File: config.mk
export PLATFORM = sky130hd
export DESIGN_NAME = dum_core
export DESIGN_NICKNAME = d
export VERILOG_FILES = /design/src/hw/dum_pkg.sv /design/src/hw/dum_core.sv /design/src/hw/dum_word_mem.sv
export SDC_FILE = /design/constraint.sdc
export NUM_CORES = 2
export LEC_CHECK = 0
export BUFFER_PORTS_ARGS = -buffer_cell sky130_fd_sc_hd__buf_2
export CORE_MARGIN = 2
export CORE_UTILIZATION = 45
export DETAILED_ROUTE_END_ITERATION = 7
export GPL_TIMING_DRIVEN = 1
export SLEW_MARGIN = 20
export SYNTH_ARGS = -nofsm -noshare
export SYNTH_HDL_FRONTEND = slang
export SYNTH_SLANG_ARGS = --single-unit
File: constraint.sdc
create_clock -name clk_i -period 24.3 [get_ports clk_i]
set_input_delay 3.645 -clock clk_i [delete_from_list [all_inputs] [get_ports clk_i]]
set_output_delay 3.645 -clock clk_i [all_outputs]
set_load 0.02 [all_outputs]
File: src/hw/dum_pkg.sv
// Shared constants and types for the DAC update and monitor control core.
`default_nettype none
package dum_pkg;
  // Clock rate in kilohertz; 50 MHz system clock.
  localparam int unsigned CLK_KHZ = 50000;
  // Reset sequence length in microseconds.
  localparam int unsigned RESET_US = 270;
  // Clear execution time in microseconds (a longest time, rounded down).
  localparam int unsigned CLEAR_US = 35;
  // Cycle counts derived from the times above.
  localparam int unsigned RESET_CYC = RESET_US * (CLK_KHZ / 1000);
  localparam int unsigned CLEAR_CYC = CLEAR_US * (CLK_KHZ / 1000);
  // Number of analog channels and data width.
  localparam int unsigned NUM_CH = 40;
  localparam int unsigned DATA_W = 12;
  localparam int unsigned CH_W = 6;
  // Register select codes.
  localparam logic [1:0] SEL_SFR = 2'h0;
  localparam logic [1:0] SEL_GAIN = 2'h1;
  localparam logic [1:0] SEL_OFFS = 2'h2;
  localparam logic [1:0] SEL_DATA = 2'h3;
  // Special function addresses.
  localparam logic [5:0] SFR_NOP = 6'h00;
  localparam logic [5:0] SFR_CLR_CODE = 6'h01;
  localparam logic [5:0] SFR_SOFT_CLR = 6'h02;
  localparam logic [5:0] SFR_CTRL = 6'h0C;
  localparam logic [5:0] SFR_MONITOR = 6'h0A;
  localparam logic [5:0] SFR_SOFT_RST = 6'h0F;
  // Probe enable bit position in the control word.
  localparam int unsigned PROBE_EN_POS = 7;
  // Highest routable channel and the three-state address.
  localparam logic [5:0] PROBE_LAST_CH = 6'h26;
  localparam logic [5:0] PROBE_OFF = 6'h3F;
  // Reset values.
  localparam logic [11:0] GAIN_RST = 12'hFFE;
  localparam logic [11:0] OFFS_RST = 12'h800;
  localparam logic [11:0] DATA_RST = 12'h000;
  localparam logic [11:0] CTRL_RST = 12'h800;
  localparam logic [5:0] PROBE_RST = 6'h3F;
  // Minimum cycle count in the calculation state before it may return to idle.
  localparam int unsigned CALC_CYC = 4;
  // Sequencer states, Gray coded along idle-calc-idle.
  typedef enum logic [1:0] {
    DUM_IDLE = 2'b00,
    DUM_CALC = 2'b01,
    DUM_CLEAR = 2'b11,
    DUM_RESET = 2'b10
  } dum_state_t;
endpackage
`default_nettype wire

File: src/hw/dum_core.sv
// Control core: monitor select, reset, clear, busy and load-strobe update.
//
// Operation
// - Monitor command is SFR address 001010.
// - Enabled probing turns channel 39 into probe.
// - Address 0-38 routes that channel; rest undefined.
// - Address 63 three-states the probe output.
// - Reset starts on reset pin fall or soft reset command.
// - Reset: gain full, offset zero, data cleared.
// - Busy low for 270 us of reset.
// - Reset busy disables interfaces, drops strobes.
// - After reset, pin level ignored until fall.
// - Clear pin loads all data from clear code.
// - Clear completes within 35 us.
// - Register write recomputes word, busy low.
// - Writes accepted during calculation, no updates.
// - Strobe during calculation busy stored, applied at rise.
// - Strobe tied low updates after each calculation busy rise.
// - Busy low during power-on reset too.
// - Strobe updates only channels written since last.
// - SFR decoded only when both selects zero.
// - Control bit 7 enables probing, default off.
// - Soft clear behaves like clear pin.
`default_nettype none
module dum_core
  import dum_pkg::*;
#(
  parameter int unsigned RESET_CYCLES = RESET_CYC,
  parameter int unsigned CLEAR_CYCLES = CLEAR_CYC
) (
  input wire logic clk_i,
  input wire logic rst_b_i,
  input wire logic reset_pin_b_i,
  input wire logic clear_pin_b_i,
  input wire logic load_strobe_b_i,
  input wire logic cmd_valid_i,
  input wire logic register_select_hi_i,
  input wire logic register_select_lo_i,
  input wire logic [5:0] cmd_addr_i,
  input wire logic [11:0] cmd_data_i,
  output logic busy_b_o,
  output logic cmd_ready_o,
  output logic dac_we_o,
  output logic [5:0] dac_ch_o,
  output logic [11:0] dac_word_o,
  output logic probe_route_o,
  output logic [5:0] probe_channel_o,
  output logic probe_oe_o,
  output logic ch39_is_probe_o,
  output logic [11:0] ctrl_o
);
  // Three-stage synchronisers for the three pins; stages two and three feed the edge decode.
  logic [2:0] sync1_reg;
  logic [2:0] sync2_reg;
  logic [2:0] sync3_reg;
  always_ff @(posedge clk_i or negedge rst_b_i) begin
    if (!rst_b_i) begin
      sync1_reg <= 3'h7;
      sync2_reg <= 3'h7;
      sync3_reg <= 3'h7;
    end else begin
      sync1_reg <= {load_strobe_b_i, clear_pin_b_i, reset_pin_b_i};
      sync2_reg <= sync1_reg;
      sync3_reg <= sync2_reg;
    end
  end

  // Edge and level decode on the synchronised pins.
  // Reset acts on the pin fall only.
  wire reset_fall = sync3_reg[0] & ~sync2_reg[0];
  wire clear_fall = sync3_reg[1] & ~sync2_reg[1];
  wire strobe_fall = sync3_reg[2] & ~sync2_reg[2];
  wire strobe_low = ~sync2_reg[2];

  // Sequencer state and counters.
  dum_state_t state_reg, state_next;
  logic [15:0] cnt_reg;
  logic [5:0] ch_reg;
  logic strobe_pend_reg;
  logic [NUM_CH-1:0] dirty_reg;
  logic [11:0] clr_code_reg;
  logic [11:0] gain_q [NUM_CH];
  logic [11:0] offs_q [NUM_CH];

  // Command decode; SFR only with both selects low.
  wire [1:0] sel = {register_select_hi_i, register_select_lo_i};
  wire accept = cmd_valid_i & cmd_ready_o;
  wire is_sfr = accept & (sel == SEL_SFR);
  wire is_mon = is_sfr & (cmd_addr_i == SFR_MONITOR);
  wire is_ctrl = is_sfr & (cmd_addr_i == SFR_CTRL);
  wire is_clrc = is_sfr & (cmd_addr_i == SFR_CLR_CODE);
  // Soft clear merged with pin clear.
  wire do_clear = clear_fall | (is_sfr & (cmd_addr_i == SFR_SOFT_CLR));
  wire do_reset = reset_fall | (is_sfr & (cmd_addr_i == SFR_SOFT_RST));
  wire chan_ok = cmd_addr_i < 6'(NUM_CH);
  wire is_wr = accept & (sel != SEL_SFR) & chan_ok;
  wire [5:0] cnt_ch = cnt_reg[5:0];
  wire scan_done = cnt_ch == 6'(NUM_CH - 1);

  // Input data memory: holds the raw words that feed the correction.
  logic [11:0] x1_rd;
  dum_word_mem #(
    .DEPTH(NUM_CH),
    .WIDTH(DATA_W),
    .AW(CH_W)
  ) u_x1 (
    .clk_i(clk_i),
    .we_i(is_wr & (sel == SEL_DATA)),
    .waddr_i(cmd_addr_i),
    .wdata_i(cmd_data_i),
    .raddr_i(ch_reg),
    .rdata_o(x1_rd)
  );

  // Gain and offset registers, restored by reset.
  // Gain full scale, offset zero.
  always_ff @(posedge clk_i or negedge rst_b_i) begin
    if (!rst_b_i) begin
      for (int i = 0; i < NUM_CH; i++) begin
        gain_q[i] <= GAIN_RST;
        offs_q[i] <= OFFS_RST;
      end
    end else if (state_reg == DUM_RESET) begin
      for (int i = 0; i < NUM_CH; i++) begin
        gain_q[i] <= GAIN_RST;
        offs_q[i] <= OFFS_RST;
      end
    end else if (is_wr && sel == SEL_GAIN) begin
      gain_q[cmd_addr_i] <= cmd_data_i;
    end else if (is_wr && sel == SEL_OFFS) begin
      offs_q[cmd_addr_i] <= cmd_data_i;
    end
  end

  // Corrected word: x1*(m+2)/4096 + c - 2048, clipped to 12 bits.
  wire [25:0] prod = 26'(x1_rd) * 26'({gain_q[ch_reg]} + 13'h2);
  wire signed [14:0] sum = 15'(prod[25:12]) + 15'(offs_q[ch_reg])
                           - 15'h0800;
  wire [11:0] corr = sum < 0 ? 12'h000 :
                     (sum > 15'sh0FFF ? 12'hFFF : sum[11:0]);

  // Corrected word memory written by the calculation engine.
  logic [11:0] x2_q [NUM_CH];
  logic calc_we;
  logic [5:0] calc_ch_reg;
  logic calc_ph_reg;
  // One bit per channel whose corrected word still has to be computed.
  logic [NUM_CH-1:0] pend_reg;
  // Next channel of the calculation walk, wrapping after the last one.
  wire [5:0] ch_next = (ch_reg == 6'(NUM_CH - 1)) ? 6'h00 : ch_reg + 6'h01;
  always_ff @(posedge clk_i) begin
    if (calc_we) begin
      x2_q[calc_ch_reg] <= corr;
    end
  end

  // Sequencer next state.
  always_comb begin
    state_next = state_reg;
    case (state_reg)
      DUM_IDLE: begin
        if (do_reset) begin
          state_next = DUM_RESET;
        end else if (do_clear) begin
          state_next = DUM_CLEAR;
        end else if (is_wr || pend_reg != '0) begin
          state_next = DUM_CALC;
        end
      end
      DUM_CALC: begin
        if (do_reset) begin
          state_next = DUM_RESET;
        end else if (do_clear) begin
          state_next = DUM_CLEAR;
        end else if (pend_reg == '0 && !calc_we
                     && cnt_reg >= 16'(CALC_CYC) && !is_wr) begin
          state_next = DUM_IDLE;
        end
      end
      DUM_CLEAR: begin
        if (do_reset) begin
          state_next = DUM_RESET;
        end else if (cnt_reg >= 16'(CLEAR_CYCLES - 1)) begin
          state_next = DUM_IDLE;
        end
      end
      DUM_RESET: begin
        if (cnt_reg >= 16'(RESET_CYCLES - 1)) begin
          state_next = DUM_IDLE;
        end
      end
      default: state_next = DUM_RESET;
    endcase
  end

  // Busy falls on any non-idle state and rises on return to idle.
  wire busy_rise = state_reg != DUM_IDLE && state_next == DUM_IDLE;
  // Stored or fresh strobe applied when not busy.
  // Tied-low strobe fires on every busy rise.
  wire apply_now = state_next == DUM_IDLE &&
                   ((state_reg == DUM_IDLE && (strobe_fall ||
                   strobe_pend_reg)) || (busy_rise && (strobe_pend_reg ||
                   strobe_low || strobe_fall)));

  // Sequencer, counters, pending strobe and dirty flags.
  always_ff @(posedge clk_i or negedge rst_b_i) begin
    if (!rst_b_i) begin
      // Power-on reset runs the reset sequence with busy low.
      state_reg <= DUM_RESET;
      cnt_reg <= 16'h0000;
      strobe_pend_reg <= 1'b0;
      dirty_reg <= '0;
      clr_code_reg <= DATA_RST;
    end else begin
      state_reg <= state_next;
      cnt_reg <= (state_next != state_reg) ? 16'h0000 : cnt_reg + 16'h0001;
      if (is_clrc) begin
        clr_code_reg <= cmd_data_i;
      end
      if (state_reg == DUM_RESET) begin
        strobe_pend_reg <= 1'b0;
        clr_code_reg <= DATA_RST;
        dirty_reg <= '0;
      end else if (apply_now) begin
        strobe_pend_reg <= 1'b0;
      end else if (strobe_fall) begin
        strobe_pend_reg <= 1'b1;
      end
      if (state_reg != DUM_RESET && apply_now) begin
        dirty_reg <= '0;
      end
      if (calc_we && state_reg != DUM_RESET) begin
        dirty_reg[calc_ch_reg] <= 1'b1;
      end
    end
  end

  // Calculation engine: walks the pending channels, one read cycle and
  // one store cycle each, so back-to-back writes are never lost.
  // Write triggers recompute with busy low.
  always_ff @(posedge clk_i or negedge rst_b_i) begin
    if (!rst_b_i) begin
      ch_reg <= 6'h00;
      calc_ch_reg <= 6'h00;
      calc_ph_reg <= 1'b0;
      calc_we <= 1'b0;
      pend_reg <= '0;
    end else begin
      calc_we <= 1'b0;
      if (state_reg == DUM_RESET) begin
        // Reset discards any pending work.
        pend_reg <= '0;
        calc_ph_reg <= 1'b0;
      end else if (state_reg == DUM_CALC) begin
        if (calc_ph_reg) begin
          // Store cycle: read data for this channel is now valid.
          calc_we <= 1'b1;
          calc_ch_reg <= ch_reg;
          pend_reg[ch_reg] <= 1'b0;
          calc_ph_reg <= 1'b0;
          ch_reg <= ch_next;
        end else if (pend_reg[ch_reg]) begin
          // Read cycle: raw word is fetched at this edge.
          calc_ph_reg <= 1'b1;
        end else begin
          // Nothing to do here, move on.
          ch_reg <= ch_next;
        end
      end
      // New writes accepted during calculation; the set wins
      // over a clear of the same channel, forcing a recompute.
      if (is_wr) begin
        pend_reg[cmd_addr_i] <= 1'b1;
      end
    end
  end

  // DAC register update scan: strobe walks dirty channels, clear and
  // reset walk all channels.
  logic scan_reg;
  logic [5:0] scan_ch_reg;
  logic [NUM_CH-1:0] scan_mask_reg;
  always_ff @(posedge clk_i or negedge rst_b_i) begin
    if (!rst_b_i) begin
      scan_reg <= 1'b0;
      scan_ch_reg <= 6'h00;
      scan_mask_reg <= '0;
      dac_we_o <= 1'b0;
      dac_ch_o <= 6'h00;
      dac_word_o <= DATA_RST;
    end else begin
      dac_we_o <= 1'b0;
      if (state_reg == DUM_RESET || state_reg == DUM_CLEAR) begin
        // Reset zeroes, clear loads clear code.
        // Full walk ends well within the clear time.
        scan_reg <= 1'b0;
        if (cnt_reg < 16'(NUM_CH)) begin
          dac_we_o <= 1'b1;
          dac_ch_o <= cnt_ch;
          dac_word_o <= state_reg == DUM_RESET ? DATA_RST : clr_code_reg;
        end
      end else if (apply_now && !scan_reg) begin
        // Only channels written since the last strobe.
        scan_reg <= 1'b1;
        scan_ch_reg <= 6'h00;
        scan_mask_reg <= dirty_reg;
      end else if (scan_reg && state_reg == DUM_IDLE) begin
        dac_we_o <= scan_mask_reg[scan_ch_reg];
        dac_ch_o <= scan_ch_reg;
        dac_word_o <= x2_q[scan_ch_reg];
        scan_ch_reg <= scan_ch_reg + 6'h01;
        if (scan_ch_reg == 6'(NUM_CH - 1)) begin
          scan_reg <= 1'b0;
        end
      end
    end
  end

  // Control word and probe selection.
  // Selection held until a new command, clear or reset.
  always_ff @(posedge clk_i or negedge rst_b_i) begin
    if (!rst_b_i) begin
      ctrl_o <= CTRL_RST;
      probe_channel_o <= PROBE_RST;
    end else if (state_reg == DUM_RESET) begin
      ctrl_o <= CTRL_RST;
      probe_channel_o <= PROBE_RST;
    end else if (do_clear) begin
      probe_channel_o <= PROBE_RST;
    end else if (is_ctrl) begin
      ctrl_o <= cmd_data_i;
    end else if (is_mon && ctrl_o[PROBE_EN_POS]) begin
      probe_channel_o <= cmd_data_i[11:6];
    end
  end

  // Probe outputs and status flags.
  // Control bit enables probing.
  wire probe_en = ctrl_o[PROBE_EN_POS];
  always_ff @(posedge clk_i or negedge rst_b_i) begin
    if (!rst_b_i) begin
      busy_b_o <= 1'b0;
      cmd_ready_o <= 1'b0;
      probe_route_o <= 1'b0;
      probe_oe_o <= 1'b0;
      ch39_is_probe_o <= 1'b0;
    end else begin
      // Busy low for reset and all other work.
      busy_b_o <= state_next == DUM_IDLE;
      cmd_ready_o <= state_next != DUM_RESET;
      ch39_is_probe_o <= probe_en;
      // Routed only for channels 0 to 38.
      probe_route_o <= probe_en & (probe_channel_o <= PROBE_LAST_CH);
      probe_oe_o <= ~probe_en | (probe_channel_o != PROBE_OFF);
    end
  end
endmodule
`default_nettype wire

File: src/hw/dum_word_mem.sv
// Small per-channel word memory with registered read data.
`default_nettype none
module dum_word_mem #(
  parameter int unsigned DEPTH = 40,
  parameter int unsigned WIDTH = 12,
  parameter int unsigned AW = 6
) (
  input wire logic clk_i,
  input wire logic we_i,
  input wire logic [AW-1:0] waddr_i,
  input wire logic [WIDTH-1:0] wdata_i,
  input wire logic [AW-1:0] raddr_i,
  output logic [WIDTH-1:0] rdata_o
);
  // Storage array; contents are defined by the owner through writes.
  logic [WIDTH-1:0] mem_reg [DEPTH];

  // Write port and registered read port.
  always_ff @(posedge clk_i) begin
    if (we_i) begin
      mem_reg[waddr_i] <= wdata_i;
    end
    rdata_o <= mem_reg[raddr_i];
  end
endmodule
`default_nettype wire

# Yosys cells after proc, flatten, opt, wreduce, memory -nomap -nowiden

Memories as Yosys holds them, arrays and structs flattened. A register that Yosys moved wholly into a read port is not among the register bits.
Cells that the tools add are included.

Output and inout bits: 42
Memories kept: 2
Bits in writable memories: 960
Word-level logic and storage cells: 329
Bits in registers: 1183

Memory list:

| memory       | words | bits a word | rd ports | clocked after Yosys merged registers in | write ports | RTL line           | source |
|---|---|---|---|---|---|---|---|
| u_x1.mem_reg | 40    | 12          | 1        | 1                                       | 1           | dum_word_mem.sv:16 | `logic [WIDTH-1:0] mem_reg [DEPTH];` |
| x2_q         | 40    | 12          | 1        | 0                                       | 1           | dum_core.sv:143    | `logic [11:0] x2_q [NUM_CH];` |

Reduce and logical (&&, ||, !) cells: 54
Add/subtract/negate cells: 6
Equality and inequality tests: 23
Mux-type cells: 90
Multiply operators: 1
$lt $le $gt $ge: 18
Bitwise logic cells: 29

Operators with widths:

| kind                  | number |
|---|---|
| $mux 480              | 5 |
| $bwmux 480            | 2 |
| $mux 40               | 7 |
| $mux 12               | 17 |
| $bmux 12 s6           | 2 |
| $or 40x40->40         | 2 |
| $mux 6                | 13 |
| $demux 12 s6          | 1 |
| $and 40x40->40        | 1 |
| $logic_not 40->1      | 1 |
| $not 40->40           | 1 |
| $reduce_bool 40->1    | 1 |
| $lt 6x7->1 const B    | 4 |
| $mux 1                | 27 |
| $mul 12x13->25        | 1 |
| $demux 1 s6           | 3 |
| $eq 6x4->1 const B    | 3 |
| $ge 6x1->1 const B    | 3 |
| $logic_and 1x1->1     | 18 |
| $mux 2                | 9 |
| $reduce_bool 2->1     | 9 |
| $add 16x1->16 const B | 1 |
| $ge 16x11->1 const B  | 1 |
| $ge 16x14->1 const B  | 1 |
| other kinds (35)      | 88 |

# Longest topological paths before layout

Word-level depth: 18
Mapped depth: 51
Gate-level depth less buffers: 43

# Hierarchy

From an unflattened synthesis, not the netlist that was laid out.

Cell total of the unflattened synthesis: 7965
Area, all modules: 99605.5 sq um

By module, submodules not included:

| module       | instances | area each (sq um) | cells each |
|---|---|---|---|
| dum_core     | 1         | 80339.6           | 6960 |
| dum_word_mem | 1         | 19266.0           | 1005 |

# Worst setup path after synthesis

No wires, ideal clock.

Kind: reg-to-reg
Start point: register ch_reg[1]
End point: memory x2_q[0][0] (data pin)
Setup slack: 12.595 ns
Data required time: 23.880 ns
Stages on the path, launching flop included: 48
Library setup time: 0.420 ns
Arrival: 11.285 ns
Cell sequence: dfrtp_1 > buf_6 > buf_6 > buf_6 > buf_6 > buf_6 > mux4_2 > mux2_2 > a21oi_1 > o221a_2 > inv_1 > ha_1 > nand2_1 > xor2_1 > buf_2 > nand2_1 > fa_1 > inv_1 > [12 not listed] > a41o_1 > a21o_4 > a31o_2 > a21oi_1 > xnor2_1 > ha_1 > ha_1 > o21a_1 > o21a_1 > nand3_1 > o22ai_1 > o41ai_2 > a2111oi_0 > a311oi_1 > mux2_2 > or4_1 > o2111ai_2 > a21oi_1

Longest elaborated chain between the ends: 11

RTL lines:

| item                                       | RTL line                         | source |
|---|---|---|
| start: declaration                         | dum_core.sv:78                   | `logic [5:0] ch_reg;` |
| start signal: assignment                   | dum_core.sv:261                  | `ch_reg <= ch_next;` |
| start signal: assignment                   | dum_core.sv:267                  | `ch_reg <= ch_next;` |
| $not 6->7 (implied by the code) (*)        | dum_core.sv:136, dum_core.sv:137 |  |
| $bmux 12 s6                                | dum_core.sv:136                  | `wire [25:0] prod = 26'(x1_rd) * 26'({gain_q[ch_reg]} + 13'h2);` |
| $mux 12 (implied by the code) (2 in a row) | dum_core.sv:136                  |  |
| $add 12x2->13                              | dum_core.sv:136                  |  |
| $mul 12x13->25                             | dum_core.sv:136                  |  |
| $add 13x12->14 (*)                         | dum_core.sv:137                  | `wire signed [14:0] sum = 15'(prod[25:12]) + 15'(offs_q[ch_reg])` |
| $sub 14x12->15 (*)                         | dum_core.sv:138                  | `- 15'h0800;` |
| $gt 15x13->1                               | dum_core.sv:140                  | `(sum > 15'sh0FFF ? 12'hFFF : sum[11:0]);` |
| $mux 12                                    | dum_core.sv:140                  |  |
| $mux 12 (*)                                | dum_core.sv:139                  | `wire [11:0] corr = sum < 0 ? 12'h000 :` |
| net corr[0]                                | dum_core.sv:139                  |  |
| end: declaration                           | dum_core.sv:143                  |  |

The timed path passes the listed nets; every way through them passes the cells marked *. The select of a mux whose other input is x is not followed.

# Worst setup path in the final report

Start point: register ch_reg[1]
End point: memory x2_q[25][7] (data pin)

Same word-level chain as after synthesis.

==> qor.txt <==
Fin area -> 0.1109 sq mm
First-pass GRT wire length -> 430.9 mm
Pins Over Slew Limit -> 0
Filler Cells Inserted -> 18600
Final hold violation count -> 0
Via Count -> 62820
Crit path DAT -> 14.68 ns
Cell variety after synth -> 84
Status -> finished clean
Slew @ Worst Pin -> 1.191 ns
DIE AREA -> 0.2256 sq mm
Sequential cell area -> 0.05933 sq mm
Max Cap Viol -> 0
Slowest CP cell -> dfrtp_4
Seq/Total Area, Yosys -> 59.41%
Largest net degree at the start of global routing -> 194
Ys flop type -> edfxtp_1
Mapped Area -> 0.09980 sq mm
Overall routing resource usage -> 25.89%
Drt first-iter violations -> 6689
CTS Buf Count -> 222
Final period util -> 58.05%
Post-cts hold buffer count -> 0
Post-synth EDFFs -> 960
Multi-input gate area -> 0.03789 sq mm
DR vias/cell -> 6.027
Port Buffer Count -> 67
Reg2reg start -> ch_reg[1]
Crit-path max FO -> 47
ANT nets after route -> 0
Clk pin slew, worst setup/hold paths -> 0.06 ns
Element type at the critical path end -> register
Fin crit period -> 14.11 ns
Crit path launch type -> register
TritonCTS clock tree -> done
Unrepaired setup endpoints after global routing -> no
Initial antenna violation count -> 12
Synth Warn # -> 0
Clock Tree Buf Depth -> 3
Mapped Cells -> 7334
Share of layout cells above drive strength 1 -> 29.09%
Routed len/inst -> 27.94 microns
Net count of the mapped netlist -> 7567
Io pins -> 68
Vias in the first global route -> 62670
Post-CTS Setup Bufs -> 0
H-tree depth -> 4
Max_slew headroom -> 20.51%
Synthesized flop and latch total -> 2155
Gates resized, CTS repair -> 0
Clock root cell -> clkbuf_16
Latest clock arrival within the worst-skew pair -> 0.91 ns
Initial DRT Pass Iterations -> 6
Crit path largest cell delay -> 1.06 ns
Min-delay src -> sync2_reg[1]
Share of synthesized flip-flops with an asynchronous set or reset -> 54.90%
Post-DP HPWL -> 181.4 mm
# setup viols final -> 0
Final WL -> 291.2 mm
Fmax -> 70.89 MHz
Setup slack after layout -> 10.19 ns
Commonest cells after routing, fill and taps aside -> nand2_1 (1315), edfxtp_1 (960), dfrtp_1 (674)
# DRC -> 0
Clk_skew -> 0.06963 ns
Commonest non-fill, non-tap cell in the layout -> nand2_1
Mean post-synth cell area -> 13.61 sq um
Worst Path Class, Setup -> register to register
Placement Rows -> 172
P&R area growth vs syn -> 11.12%
Die X -> 474.9 microns
TritonCTS Sinks -> 2155
Crit path from -> ch_reg[1]
Worst path most repeated cell -> fa_1
Remaining Overflow, GRT -> 0
Die Height -> 474.9 microns
Core area -> 0.2202 sq mm
Post-Place Worst Slack -> 9.973 ns
Buffers & Inverters on Critical Path -> 6
Final #Nets -> 7489
CP Data Required Time -> 24.87 ns
Initial Util -> 45.33%
RePlAce Congestion -> 0.9096
Crit-path leading delay family -> compound AO/OA/AOI/OAI gates
DP Area -> 0.1033 sq mm
HP Class -> register to register
Total negative slack -> 0 ns
[per-layer routing]
metal / vias up / share of wire, % / GRT usage (%)
li1: 26490 / - / -
met1: 33240 / 41 / 36.22
met2: 2529 / 47 / 40.69
met3: 557 / 7.2 / 4.108
met4: 2 / 4.5 / 10.28
met5: - / 0.0045 / 0
[worst paths after layout]
path	depth (start not counted)	slack (ns)	end
worst max-delay path	42	10.19	x2_q[25][7]
worst min-delay path	0	0.35	sync3_reg[1]
worst max register to register	42	10.19	x2_q[25][7]
worst min register to register	0	0.35	sync3_reg[1]
max in group asynchronous	6	16.70	offs_q[127]
min in group asynchronous	1	2.90	calc_ch_reg[1]
[stage by stage]
stage | utilization, % | hold WS, ns | instances
CTS | 50.31 | 0.3509 | 10410
detailed placement | 46.91 | 0.3497 | 9987
global placement | 46.90 | 0.3472 | 9987
global route | 50.37 | 0.3562 | 10420
finish | 50.37 | 0.3482 | 10420
floorplan | - | 0.3452 | 7334
[layout make-up]
cell class	instances	area share, %
multi-input combinational	4468	34.17
clock inverter	93	0.9850
antenna	9	0.02031
sequential	2155	53.50
inverter	148	0.5010
timing repair buffer	261	1.736
tap	2958	3.337
clock buffer	332	5.758
[cell usage after synthesis, types with 27 or more instances]
library cell,number,area [sq um]
a211o_1,160,1401
a211oi_1,41,307.8
a21oi_1,527,2638
a22o_1,42,367.9
a31oi_1,31,193.9
and2_1,68,425.4
buf_1,27,101.4
buf_2,63,315.3
clkbuf_1,426,1599
dfrtp_1,686,17170
dfstp_2,497,13060
edfxtp_1,960,28830
fa_1,110,2202
ha_1,97,1214
inv_1,147,551.8
mux2_2,332,3739
mux2i_1,88,880.8
mux4_2,574,12930
nand2_1,1315,4936
nand3_1,82,410.4
nand3b_1,64,480.5
nor2_1,328,1231
nor2b_1,176,1101
o21ai_0,134,670.6
[kinds of logic after synthesis]
| group | share of synthesized area [%] |
|---|---|
| and+or+nand+nor | 9.463 |
| xor gates and xnor gates | 0.4388 |
| muxes | 17.65 |
| AOI/OAI and AO/OA | 6.560 |
| DFF | 59.41 |
| adders and majority gates | 3.423 |
| buffers and inverters | 3.057 |
Power is left out: the tool's default activity adds up to more than one toggle a clock period on the data nets, which glitch-free logic cannot reach.
